### config.mk
export PLATFORM = sky130hd
export DESIGN_NAME = ovp_device_flat
export DESIGN_NICKNAME = d
export VERILOG_FILES = /design/src/rtl/ovp_pkg.sv /design/src/rtl/ovp_link_if.sv /design/src/rtl/ovp_device.sv /design/src/flat_wrapper.sv
export SDC_FILE = /design/constraint.sdc
export NUM_CORES = 1
export LEC_CHECK = 0
export CAP_MARGIN = 5
export CORE_ASPECT_RATIO = 2
export CORE_UTILIZATION = 50
export DETAILED_ROUTE_END_ITERATION = 10
export DONT_BUFFER_PORTS = 1
export PLACE_DENSITY = 0.75
export SLEW_MARGIN = 20
export SYNTH_ARGS = -nofsm -noshare
export SYNTH_HDL_FRONTEND = slang
export SYNTH_SLANG_ARGS = --single-unit
### constraint.sdc
create_clock -name pclk -period 6.3 [get_ports pclk]
set_clock_uncertainty 0.05 [all_clocks]
set_input_delay 0.315 -clock pclk [delete_from_list [all_inputs] [get_ports pclk]]
set_output_delay 0.315 -clock pclk [all_outputs]
set_load 0.05 [all_outputs]
### src/rtl/ovp_pkg.sv
package ovp_pkg;
  // Command codes seen on the management link
  localparam logic [7:0] CMD_PAGE     = 8'h00;
  localparam logic [7:0] CMD_OPER     = 8'h01;
  localparam logic [7:0] CMD_ONOFF    = 8'h02;
  localparam logic [7:0] CMD_CLEAR    = 8'h03;
  localparam logic [7:0] CMD_AL_MASK  = 8'h1b;
  localparam logic [7:0] CMD_VCMD     = 8'h21;
  localparam logic [7:0] CMD_VMAX     = 8'h24;
  localparam logic [7:0] CMD_VMIN     = 8'h2b;
  localparam logic [7:0] CMD_OV_LIM   = 8'h40;
  localparam logic [7:0] CMD_OV_RESP  = 8'h41;
  localparam logic [7:0] CMD_OC_FLT   = 8'h46;
  localparam logic [7:0] CMD_OC_WRN   = 8'h4a;
  localparam logic [7:0] CMD_OT_FLT   = 8'h4f;
  localparam logic [7:0] CMD_OT_WRN   = 8'h51;
  localparam logic [7:0] CMD_ST_BYTE  = 8'h78;
  localparam logic [7:0] CMD_ST_WORD  = 8'h79;
  localparam logic [7:0] CMD_ST_VOUT  = 8'h7a;
  localparam logic [7:0] CMD_ST_IOUT  = 8'h7b;
  localparam logic [7:0] CMD_ST_TEMP  = 8'h7d;
  localparam logic [7:0] CMD_DAC_SEL  = 8'hdd;
  // Page values
  localparam logic [7:0] PAGE_A       = 8'h00;
  localparam logic [7:0] PAGE_B       = 8'h01;
  localparam logic [7:0] PAGE_ALL     = 8'hff;
  // Fixed answers and reset values
  localparam logic [7:0] OV_ACTION    = 8'h80;
  localparam logic [7:0] OV_LIM_5MV   = 8'hff;
  localparam logic [7:0] VMIN_RST     = 8'h00;
  localparam logic [7:0] OC_FLT_A_RST = 8'hb4;
  localparam logic [7:0] OC_FLT_B_RST = 8'h3c;
  localparam logic [7:0] OC_WRN_A_RST = 8'h78;
  localparam logic [7:0] OC_WRN_B_RST = 8'h28;
  localparam logic [7:0] OT_FLT_RST   = 8'h87;
  localparam logic [7:0] OT_WRN_RST   = 8'h69;
  localparam logic [7:0] ONOFF_RST    = 8'h0c;
  localparam logic [7:0] OPER_RST     = 8'h80;
  localparam logic [7:0] MASK_RST     = 8'h00;
  localparam logic [7:0] DAC_RST      = 8'h00;
  // Field positions
  localparam int ONOFF_PIN  = 3;
  localparam int ONOFF_CMD  = 2;
  localparam int OPER_ON    = 7;
  localparam int DAC_5MV    = 0;
  localparam int SV_OV_FLT  = 7;
  localparam int SV_MAX_WRN = 3;
  localparam int SI_OC_FLT  = 7;
  localparam int SI_OC_WRN  = 5;
  localparam int ST_OT_FLT  = 7;
  localparam int ST_OT_WRN  = 6;
  localparam int SB_VOUT_OV = 5;
  localparam int SB_IOUT_OC = 4;
  localparam int SB_TEMP    = 2;
  localparam int SB_OTHER   = 0;
  localparam int SW_VOUT    = 15;
  localparam int SW_IOUT    = 14;
  // Host register map (APB byte offsets)
  localparam logic [7:0] REG_CMD      = 8'h00;
  localparam logic [7:0] REG_WDATA    = 8'h04;
  localparam logic [7:0] REG_RESULT   = 8'h08;
  localparam logic [7:0] REG_IRQ_STAT = 8'h0c;
  localparam logic [7:0] REG_IRQ_MASK = 8'h10;
  localparam logic [7:0] REG_PINS     = 8'h14;
  localparam int CMD_RD_BIT   = 8;
  localparam int CMD_WORD_BIT = 9;
  localparam int CMD_GO_BIT   = 31;
  localparam int RES_BUSY_BIT = 16;
  localparam int RES_ERR_BIT  = 17;
  localparam int IRQ_DONE     = 0;
  localparam int IRQ_ERR      = 1;
  localparam int IRQ_ALERT    = 2;
  localparam int PIN_BIAS     = 2;
  localparam logic [2:0] PINS_RST = 3'h7;
endpackage : ovp_pkg

### src/rtl/ovp_link_if.sv
`timescale 1ns/1ns
`default_nettype none
interface ovp_link_if;
  logic        req;
  logic [7:0]  cmd;
  logic        rd;
  logic        word;
  logic [15:0] wdata;
  logic        ack;
  logic        err;
  logic [15:0] rdata;
  logic [1:0]  channel_enable_pins;
  logic        bias_supply_pin;
  logic        host_alert_output_n;
  modport dev  (input req, cmd, rd, word, wdata, channel_enable_pins,
                bias_supply_pin, output ack, err, rdata,
                host_alert_output_n);
  modport host (output req, cmd, rd, word, wdata, channel_enable_pins,
                bias_supply_pin, input ack, err, rdata,
                host_alert_output_n);
endinterface : ovp_link_if
`default_nettype wire

### src/rtl/ovp_device.sv
// How it works
// OV threshold is max voltage plus offset; the code uses FFh under the 5-mV table
// Paged limit: 00h A, 01h B, FFh both
// Limit: low byte code, high zero, read-only
// Limit reached only by word transactions
// 5-mV table forces limit readback to FFh
// 10-mV table: limit from max plus offset
// One response setting shared, page ignored
// Response reads as byte, fixed 80h
// OV fault latches the channel off
// OV fault sets byte, word, vout flags
// OV fault alerts host unless masked
// Enable pin, on bit or bias clears latch
// Max voltage bounds every commanded voltage
// OC fault defaults 180/60 A, shuts down
// OC warning defaults 120/40 A, warns only
// OT fault 135 C shutdown, warning 105 C
// Minimum voltage defaults to zero
// Over-max command clamps and only warns
// Fault flags stay until cleared or reset
`timescale 1ns/1ns
`default_nettype none
module ovp_device #(
  parameter logic [7:0] OV_OFFSET  = 8'h0a,
  parameter logic [7:0] VMAX_RESET = 8'hff,
  parameter logic [7:0] VCMD_RESET = 8'h00
) (
  // Clock and reset
  input  wire logic        pclk,
  input  wire logic        presetn,
  // Management link
  ovp_link_if.dev          link,
  // Converter side, channel B in the upper byte
  input  wire logic [15:0] vout_sense,
  input  wire logic [15:0] iout_sense,
  input  wire logic [15:0] temp_sense,
  output logic      [1:0]  conv_en,
  output logic      [15:0] vout_target
);
  if (OV_OFFSET == 8'h00) begin : g_chk
    $error("ovp_device: OV_OFFSET must be non-zero");
  end

  // Pins from the host pass two flops first
  logic [1:0] en_s1_q, en_s2_q;
  logic       bias_s1_q, bias_s2_q;
  always_ff @(posedge pclk or negedge presetn) begin
    if (!presetn) begin
      en_s1_q   <= 2'h0;
      en_s2_q   <= 2'h0;
      bias_s1_q <= 1'b0;
      bias_s2_q <= 1'b0;
    end else begin
      en_s1_q   <= link.channel_enable_pins;
      en_s2_q   <= en_s1_q;
      bias_s1_q <= link.bias_supply_pin;
      bias_s2_q <= bias_s1_q;
    end
  end

  function automatic logic is_word(input logic [7:0] c);
    return c inside {ovp_pkg::CMD_VCMD, ovp_pkg::CMD_VMAX,
      ovp_pkg::CMD_VMIN, ovp_pkg::CMD_OV_LIM, ovp_pkg::CMD_OC_FLT,
      ovp_pkg::CMD_OC_WRN, ovp_pkg::CMD_OT_FLT, ovp_pkg::CMD_OT_WRN,
      ovp_pkg::CMD_ST_WORD};
  endfunction : is_word

  function automatic logic is_known(input logic [7:0] c);
    return is_word(c) || (c inside {ovp_pkg::CMD_PAGE,
      ovp_pkg::CMD_OPER, ovp_pkg::CMD_ONOFF, ovp_pkg::CMD_CLEAR,
      ovp_pkg::CMD_AL_MASK, ovp_pkg::CMD_OV_RESP, ovp_pkg::CMD_ST_BYTE,
      ovp_pkg::CMD_ST_VOUT, ovp_pkg::CMD_ST_IOUT, ovp_pkg::CMD_ST_TEMP,
      ovp_pkg::CMD_DAC_SEL});
  endfunction : is_known

  // Transaction decode
  logic       ack_q, err_q;
  logic [15:0] rdata_q, rd_mux;
  logic       take, ok, wr, clr_all;
  logic [7:0] page_q, onoff_q, mask_q, dac_q;
  logic [1:0] sel;
  logic       rch;

  assign take = link.req & ~ack_q;
  // Wrong size or unknown code is refused with an error
  assign ok   = is_known(link.cmd) && (link.word == is_word(link.cmd))
                && !(!link.rd && link.cmd == ovp_pkg::CMD_OV_RESP);
  assign wr   = take & ok & ~link.rd;
  assign clr_all = wr && link.cmd == ovp_pkg::CMD_CLEAR;
  assign sel[0] = page_q == ovp_pkg::PAGE_A || page_q == ovp_pkg::PAGE_ALL;
  assign sel[1] = page_q == ovp_pkg::PAGE_B || page_q == ovp_pkg::PAGE_ALL;
  // Reads on the both-channels page answer from channel A
  assign rch = page_q == ovp_pkg::PAGE_B;

  always_ff @(posedge pclk or negedge presetn) begin
    if (!presetn) begin
      page_q  <= ovp_pkg::PAGE_A;
      onoff_q <= ovp_pkg::ONOFF_RST;
      mask_q  <= ovp_pkg::MASK_RST;
      dac_q   <= ovp_pkg::DAC_RST;
    end else if (wr) begin
      unique case (link.cmd)
        ovp_pkg::CMD_PAGE:    page_q  <= link.wdata[7:0];
        ovp_pkg::CMD_ONOFF:   onoff_q <= link.wdata[7:0];
        ovp_pkg::CMD_AL_MASK: mask_q  <= link.wdata[7:0];
        ovp_pkg::CMD_DAC_SEL: dac_q   <= link.wdata[7:0];
        default: ;
      endcase
    end
  end

  // Per-channel state
  logic [7:0] vmax_q [2];
  logic [7:0] vcmd_q [2];
  logic [7:0] vmin_q [2];
  logic [7:0] oper_q [2];
  logic [7:0] ocf_q  [2];
  logic [7:0] ocw_q  [2];
  logic [7:0] otf_q  [2];
  logic [7:0] otw_q  [2];
  logic [7:0] sv_q   [2];
  logic [7:0] si_q   [2];
  logic [7:0] st_q   [2];
  logic [7:0] ovlim  [2];
  logic [7:0] sbyte  [2];
  logic [1:0] latch_q, alert_src;

  for (genvar ch = 0; ch < 2; ch++) begin : g_ch
    logic [8:0] sum;
    logic [7:0] vs, is, ts, sv_set, si_set, st_set, sv_clr, si_clr, st_clr;
    logic       ov_evt, oc_f, oc_w, ot_f, ot_w, want_on, cw;
    assign vs = vout_sense[ch*8 +: 8];
    assign is = iout_sense[ch*8 +: 8];
    assign ts = temp_sense[ch*8 +: 8];
    assign sum = {1'b0, vmax_q[ch]} + {1'b0, OV_OFFSET};
    always_comb begin
      if (dac_q[ovp_pkg::DAC_5MV]) ovlim[ch] = ovp_pkg::OV_LIM_5MV;
      else if (sum[8]) ovlim[ch] = 8'hff;
      else ovlim[ch] = sum[7:0];
    end
    assign ov_evt = vs > ovlim[ch];
    assign oc_f = is >= ocf_q[ch];
    assign oc_w = is >= ocw_q[ch];
    assign ot_f = ts >= otf_q[ch];
    assign ot_w = ts >= otw_q[ch];
    assign cw = wr & sel[ch];
    assign sv_set = ({7'h0, ov_evt} << ovp_pkg::SV_OV_FLT)
                  | ({7'h0, vcmd_q[ch] > vmax_q[ch]}
                     << ovp_pkg::SV_MAX_WRN);
    assign si_set = ({7'h0, oc_f} << ovp_pkg::SI_OC_FLT)
                  | ({7'h0, oc_w} << ovp_pkg::SI_OC_WRN);
    assign st_set = ({7'h0, ot_f} << ovp_pkg::ST_OT_FLT)
                  | ({7'h0, ot_w} << ovp_pkg::ST_OT_WRN);
    assign sv_clr = {8{clr_all}} | ({8{cw && link.cmd ==
                    ovp_pkg::CMD_ST_VOUT}} & link.wdata[7:0]);
    assign si_clr = {8{clr_all}} | ({8{cw && link.cmd ==
                    ovp_pkg::CMD_ST_IOUT}} & link.wdata[7:0]);
    assign st_clr = {8{clr_all}} | ({8{cw && link.cmd ==
                    ovp_pkg::CMD_ST_TEMP}} & link.wdata[7:0]);
    // Off request comes from pin and/or on bit as configured
    assign want_on = bias_s2_q
      & (~onoff_q[ovp_pkg::ONOFF_PIN] | en_s2_q[ch])
      & (~onoff_q[ovp_pkg::ONOFF_CMD] | oper_q[ch][ovp_pkg::OPER_ON]);

    always_ff @(posedge pclk or negedge presetn) begin
      if (!presetn) begin
        vmax_q[ch] <= VMAX_RESET;
        vcmd_q[ch] <= VCMD_RESET;
        vmin_q[ch] <= ovp_pkg::VMIN_RST;
        oper_q[ch] <= ovp_pkg::OPER_RST;
        ocf_q[ch]  <= ch == 0 ? ovp_pkg::OC_FLT_A_RST : ovp_pkg::OC_FLT_B_RST;
        ocw_q[ch]  <= ch == 0 ? ovp_pkg::OC_WRN_A_RST : ovp_pkg::OC_WRN_B_RST;
        otf_q[ch]  <= ovp_pkg::OT_FLT_RST;
        otw_q[ch]  <= ovp_pkg::OT_WRN_RST;
      end else if (cw) begin
        unique case (link.cmd)
          ovp_pkg::CMD_VMAX:   vmax_q[ch] <= link.wdata[7:0];
          ovp_pkg::CMD_VCMD:   vcmd_q[ch] <= link.wdata[7:0];
          ovp_pkg::CMD_VMIN:   vmin_q[ch] <= link.wdata[7:0];
          ovp_pkg::CMD_OPER:   oper_q[ch] <= link.wdata[7:0];
          ovp_pkg::CMD_OC_FLT: ocf_q[ch]  <= link.wdata[7:0];
          ovp_pkg::CMD_OC_WRN: ocw_q[ch]  <= link.wdata[7:0];
          ovp_pkg::CMD_OT_FLT: otf_q[ch]  <= link.wdata[7:0];
          ovp_pkg::CMD_OT_WRN: otw_q[ch]  <= link.wdata[7:0];
          default: ;
        endcase
      end
    end

    // Set wins over clear so no event is lost
    always_ff @(posedge pclk or negedge presetn) begin
      if (!presetn) begin
        sv_q[ch] <= 8'h00;
        si_q[ch] <= 8'h00;
        st_q[ch] <= 8'h00;
      end else begin
        sv_q[ch] <= (sv_q[ch] & ~sv_clr) | sv_set;
        si_q[ch] <= (si_q[ch] & ~si_clr) | si_set;
        st_q[ch] <= (st_q[ch] & ~st_clr) | st_set;
      end
    end

    // Fault latch; only an off request or bias loss releases it
    always_ff @(posedge pclk or negedge presetn) begin
      if (!presetn) latch_q[ch] <= 1'b0;
      else if (ov_evt | oc_f | ot_f) latch_q[ch] <= 1'b1;
      else if (!want_on) latch_q[ch] <= 1'b0;
    end

    always_ff @(posedge pclk or negedge presetn) begin
      if (!presetn) begin
        conv_en[ch] <= 1'b0;
        vout_target[ch*8 +: 8] <= 8'h00;
      end else begin
        conv_en[ch] <= want_on & ~latch_q[ch] & ~(ov_evt | oc_f | ot_f);
        if (vcmd_q[ch] > vmax_q[ch])
          vout_target[ch*8 +: 8] <= vmax_q[ch];
        else if (vcmd_q[ch] < vmin_q[ch])
          vout_target[ch*8 +: 8] <= vmin_q[ch];
        else
          vout_target[ch*8 +: 8] <= vcmd_q[ch];
      end
    end

    always_comb begin
      sbyte[ch] = 8'h00;
      sbyte[ch][ovp_pkg::SB_VOUT_OV] = sv_q[ch][ovp_pkg::SV_OV_FLT];
      sbyte[ch][ovp_pkg::SB_IOUT_OC] = si_q[ch][ovp_pkg::SI_OC_FLT];
      sbyte[ch][ovp_pkg::SB_TEMP]    = |st_q[ch];
      sbyte[ch][ovp_pkg::SB_OTHER]   = sv_q[ch][ovp_pkg::SV_MAX_WRN]
                                     | si_q[ch][ovp_pkg::SI_OC_WRN];
    end
    assign alert_src[ch] = |(sv_q[ch] & ~mask_q) | (|si_q[ch])
                         | (|st_q[ch]);
  end

  always_comb begin
    rd_mux = 16'h0000;
    unique case (link.cmd)
      ovp_pkg::CMD_PAGE:    rd_mux[7:0] = page_q;
      ovp_pkg::CMD_OPER:    rd_mux[7:0] = oper_q[rch];
      ovp_pkg::CMD_ONOFF:   rd_mux[7:0] = onoff_q;
      ovp_pkg::CMD_AL_MASK: rd_mux[7:0] = mask_q;
      ovp_pkg::CMD_DAC_SEL: rd_mux[7:0] = dac_q;
      ovp_pkg::CMD_VCMD:    rd_mux[7:0] = vcmd_q[rch];
      ovp_pkg::CMD_VMAX:    rd_mux[7:0] = vmax_q[rch];
      ovp_pkg::CMD_VMIN:    rd_mux[7:0] = vmin_q[rch];
      ovp_pkg::CMD_OV_LIM:  rd_mux[7:0] = ovlim[rch];
      ovp_pkg::CMD_OV_RESP: rd_mux[7:0] = ovp_pkg::OV_ACTION;
      ovp_pkg::CMD_OC_FLT:  rd_mux[7:0] = ocf_q[rch];
      ovp_pkg::CMD_OC_WRN:  rd_mux[7:0] = ocw_q[rch];
      ovp_pkg::CMD_OT_FLT:  rd_mux[7:0] = otf_q[rch];
      ovp_pkg::CMD_OT_WRN:  rd_mux[7:0] = otw_q[rch];
      ovp_pkg::CMD_ST_BYTE: rd_mux[7:0] = sbyte[rch];
      ovp_pkg::CMD_ST_WORD: begin
        rd_mux[7:0] = sbyte[rch];
        rd_mux[ovp_pkg::SW_VOUT] = |sv_q[rch];
        rd_mux[ovp_pkg::SW_IOUT] = |si_q[rch];
      end
      ovp_pkg::CMD_ST_VOUT: rd_mux[7:0] = sv_q[rch];
      ovp_pkg::CMD_ST_IOUT: rd_mux[7:0] = si_q[rch];
      ovp_pkg::CMD_ST_TEMP: rd_mux[7:0] = st_q[rch];
      default: ;
    endcase
  end

  // Answer one cycle after the request is seen
  always_ff @(posedge pclk or negedge presetn) begin
    if (!presetn) begin
      ack_q   <= 1'b0;
      err_q   <= 1'b0;
      rdata_q <= 16'h0000;
    end else begin
      ack_q <= take;
      if (take) begin
        err_q   <= ~ok;
        rdata_q <= (ok && link.rd) ? rd_mux : 16'h0000;
      end
    end
  end

  logic alert_n_q;
  always_ff @(posedge pclk or negedge presetn) begin
    if (!presetn) alert_n_q <= 1'b1;
    else alert_n_q <= ~|alert_src;
  end

  assign link.ack   = ack_q;
  assign link.err   = err_q;
  assign link.rdata = rdata_q;
  assign link.host_alert_output_n = alert_n_q;
endmodule : ovp_device
`default_nettype wire

### src/flat_wrapper.sv
// flat-port wrapper written by rule: the top's interface ports become plain ports
module ovp_device_flat 
#(
  parameter logic [7:0] OV_OFFSET  = 8'h0a,
  parameter logic [7:0] VMAX_RESET = 8'hff,
  parameter logic [7:0] VCMD_RESET = 8'h00
)
  (pclk, presetn, vout_sense, iout_sense, temp_sense, conv_en, vout_target, link_req, link_cmd, link_rd, link_word, link_wdata, link_channel_enable_pins, link_bias_supply_pin, link_ack, link_err, link_rdata, link_host_alert_output_n);
  ovp_link_if link_i ();
  input  wire logic pclk;
  input  wire logic presetn;
  input  wire logic [15:0] vout_sense;
  input  wire logic [15:0] iout_sense;
  input  wire logic [15:0] temp_sense;
  output logic      [1:0] conv_en;
  output logic      [15:0] vout_target;
  input wire logic [$bits(link_i.req)-1:0] link_req;
  input wire logic [$bits(link_i.cmd)-1:0] link_cmd;
  input wire logic [$bits(link_i.rd)-1:0] link_rd;
  input wire logic [$bits(link_i.word)-1:0] link_word;
  input wire logic [$bits(link_i.wdata)-1:0] link_wdata;
  input wire logic [$bits(link_i.channel_enable_pins)-1:0] link_channel_enable_pins;
  input wire logic [$bits(link_i.bias_supply_pin)-1:0] link_bias_supply_pin;
  output wire logic [$bits(link_i.ack)-1:0] link_ack;
  output wire logic [$bits(link_i.err)-1:0] link_err;
  output wire logic [$bits(link_i.rdata)-1:0] link_rdata;
  output wire logic [$bits(link_i.host_alert_output_n)-1:0] link_host_alert_output_n;
  assign link_i.req = link_req;
  assign link_i.cmd = link_cmd;
  assign link_i.rd = link_rd;
  assign link_i.word = link_word;
  assign link_i.wdata = link_wdata;
  assign link_i.channel_enable_pins = link_channel_enable_pins;
  assign link_i.bias_supply_pin = link_bias_supply_pin;
  assign link_ack = link_i.ack;
  assign link_err = link_i.err;
  assign link_rdata = link_i.rdata;
  assign link_host_alert_output_n = link_i.host_alert_output_n;
  ovp_device #(.OV_OFFSET(OV_OFFSET), .VMAX_RESET(VMAX_RESET), .VCMD_RESET(VCMD_RESET)) u_core (.pclk(pclk), .presetn(presetn), .link(link_i), .vout_sense(vout_sense), .iout_sense(iout_sense), .temp_sense(temp_sense), .conv_en(conv_en), .vout_target(vout_target));
endmodule
==> flow_summary_export.csv <==
group,metric,value,unit
outcome,status,"finished, final reports clean",
synthesis,synth_area,14900,um2
synthesis,async_reset_ff_share,100,%
timing,finalSetupViolCount,0,
cells_and_area,n_antenna_cell,0,
place,numPortBuffers,0,
routing,vias,12000,
timing,grt_setup_unrepaired,"false",
synthesis,synth_top_cell_area_share,32.9,%
min_path,hp-class,"input port to register",
clocking,ctsRootBufferMaster,"clkbuf_16",
timing,finalCritPeriodShare,66.3,%
place,dp_hpwl,37000,um
timing,slew_headroom,24.2,%
floorplanning,die_w,124,um
pwr,peakVddDrop,174,uV
timing,worst_slew_pin_slew,1130,ps
run,cap_violations,0,
clocking,cts_tree,"yes",
pwr,p_leak,7.11,nW
synthesis,ys.flop_type,"dfrtp_1",
setup_path,end_kind,"register",
grt,antenna_found_initial,0,
synthesis,synth_area_leaders,"dfrtp_1, mux2_2, ha_1",
floorplanning,rows,89,
setup_path,critPathMaxFanout,24,
routing,drc,0,
grt,grt_max_degree,248,
synthesis,avgSynthCellArea,10.3,um2
timing,finalHoldViolations,0,
timing,fin_crit,4180,ps
routing,ant_nets,0,
pwr,total_power,3.31,mW
cells_and_area,drive_gt1_share,20.9,%
cells_and_area,area_delta_synth_final,8.83,%
setup_path,crit_arrival,4500,ps
routing,vias_per_cell,6.63,
floorplanning,die_y,246,um
floorplanning,core_area,29400,um2
setup_path,rrSetupSlack,2120,ps
clocking,clkSinkCount,247,
clocking,path_clk_slew,80,ps
synthesis,synth_cells,1452,
timing,maxSlewViolCount,0,
floorplanning,initial_core_util,50.7,%
synthesis,yosys.cell_types.count,77,
cells_and_area,num-nets-final,1629,
floorplanning,dieArea,30600,um2
floorplanning,num_io_pins,117,
clocking,cts_max_path_buffers,3,
grt,grt-ovfl-total,0,
setup_path,required,6630,ps
synthesis,yosysSeqAreaShare,41.9,%
synthesis,synth-edff-count,0,
synthesis,ys_top_cells_by_count,"dfrtp_1, mux2_2, ha_1",
grt,grt_first_pass_wirelength,74600,um
clocking,ctsResizeCount,0,
setup_path,worstSetupPathType,"register to register",
synthesis,yosysWarnings,0,
pwr,powerDensity,204,nW/um2
grt,track_usage,33.8,%
routing,wl_per_cell,27.5,um
routing,drtIter0Drc,1271,
timing,max_freq,239,MHz
routing,first_pass_iters,8,
synthesis,yosys.area.top_type,"dfrtp_1",
clocking,htree_levels,1,
grt,grt_pass1_vias,12200,
synthesis,synth.most_common_cell,"dfrtp_1",
clocking,clock_latency,540,ps
setup_path,worstSetupStartpointType,"register",
timing,fin_setup_tns,0,ps
synthesis,ys_seq_elements,247,
place,gp_congestion,1.01,
cells_and_area,nFillCells,2602,
clocking,cts-buffers-inserted,23,
routing,drt_wl_total,50000,um
## where the power goes
part / internal (mW) / total [mW] / switching (mW)
clock: 0.791 / 1.43 / 0.640
sequential: 1.60 / 1.63 / 0.0253
combinational: 0.0818 / 0.253 / 0.171
## per-stage QoR
step | hold slack, ps | cell area (um2) | setup WS, ps | util, % | std cells
6_report | 10.5 | 16200 | 2120 | 55.2 | 1817
3_5_place_dp | -25.0 | 15200 | 2160 | 51.6 | 1756
4_1_cts | 6.77 | 16200 | 2130 | 55.1 | 1816
5_1_grt | 15.2 | 16200 | 2000 | 55.2 | 1817
2_1_floorplan | -30.6 | 14900 | 3310 | - | 1457
3_3_place_gp | -24.8 | 15200 | 2210 | 51.6 | 1756
## layer usage
metal,global-route usage (%),wire [um],vias to the layer above
li1,-,-,5275
met2,56.1,24600,576
met5,0,0,-
met1,36.5,17400,6002
met3,5.65,3080,189
met4,28.5,4890,0
## worst paths after layout
| check | start | end | depth (start not counted) |
|---|---|---|---|
| hold reg to reg | u_core.en_s1_q[1]$_DFF_PN0_ | u_core.en_s2_q[1]$_DFF_PN0_ | 0 |
| hold / removal | link_wdata[4] | u_core.sv_q[12]$_DFF_PN0_ | 2 |
| setup reg to reg | u_core.page_q[1]$_DFFE_PN0P_ | u_core.link.rdata[4]$_DFFE_PN0P_ | 8 |
| setup / recovery | u_core.page_q[1]$_DFFE_PN0P_ | u_core.link.rdata[4]$_DFFE_PN0P_ | 8 |
| max in group asynchronous | presetn | u_core.vmin_q[2]$_DFFE_PN0P_ | 3 |
| min in group asynchronous | presetn | u_core.dac_q[4]$_DFFE_PN0P_ | 2 |
## state kept, by name, summed over array words and instances, names as in the netlist, 4 cells and up
| name | count |
|---|---|
| u_core.ocw_q | 16 |
| u_core.si_q | 14 |
| u_core.sv_q | 14 |
| u_core.otw_q | 16 |
| u_core.ocf_q | 16 |
| u_core.vmax_q | 16 |
| u_core.link.rdata | 10 |
| u_core.onoff_q | 8 |
| u_core.otf_q | 16 |
| u_core.sbyte | 4 |
| u_core.mask_q | 8 |
| u_core.vmin_q | 16 |
| u_core.vcmd_q | 16 |
| u_core.st_q | 16 |
| u_core.page_q | 8 |
| u_core.oper_q | 16 |
| u_core.dac_q | 8 |
| u_core.vout_target | 16 |
## layout by cell type (no fill, tap or decap), types with 9 or more instances in the layout
master,Yosys,final
a21o_1,18,18
a21oi_1,95,95
a221oi_1,9,9
a222oi_1,11,11
a22oi_1,25,25
a31oi_1,9,9
and2_1,10,10
and3_1,16,16
buf_4,6,14
clkbuf_16,0,23
dfrtp_1,196,196
dfstp_2,51,51
dlygate4sd3_1,0,10
ha_1,112,112
inv_1,99,99
mux2_2,153,153
mux2i_1,32,32
nand2_1,106,105
nand2b_1,36,36
nand3_1,38,38
nor2_1,64,63
nor2b_1,14,14
nor3_1,23,23
nor4_1,14,14
o21ai_0,55,55
o221ai_1,12,12
o22ai_1,24,24
## what timing repair did
action	CTS	global route
hold buffers	19	0
buffers inserted	0	0
hold endpoints to repair	459	0
## area by class of cell
type | count | area, um2 | area share [%]
sequential | 247 | 6240 | 38.5
clock buffer | 29 | 628 | 3.87
tap | 364 | 455 | 2.81
timing repair buffer | 35 | 425 | 2.62
inverter | 99 | 372 | 2.29
clock inverter | 12 | 120 | 0.740
multi-input combinational | 1031 | 7990 | 49.2
## kinds of logic after synthesis
kind of cell	synth area share [%]
AO/OA/AOI/OAI	14.4
other	0.0251
buffers and inverters	4.83
flip-flops	41.9
adder cells (fa/ha/maj)	9.40
AND/OR/NAND/NOR	14.9
XOR/XNOR	0.411
multiplexers	14.2
## worst max-delay path, stage by stage (launching register included)
cell and delay [ps]:
dfrtp_1 450, or4b_2 920, nor2_4 660, buf_12 280, mux2i_1 230, o2111a_1 250, o221ai_1 210, a2111oi_0 860
a21oi_1 80
(Power assumes the default switching activity.)
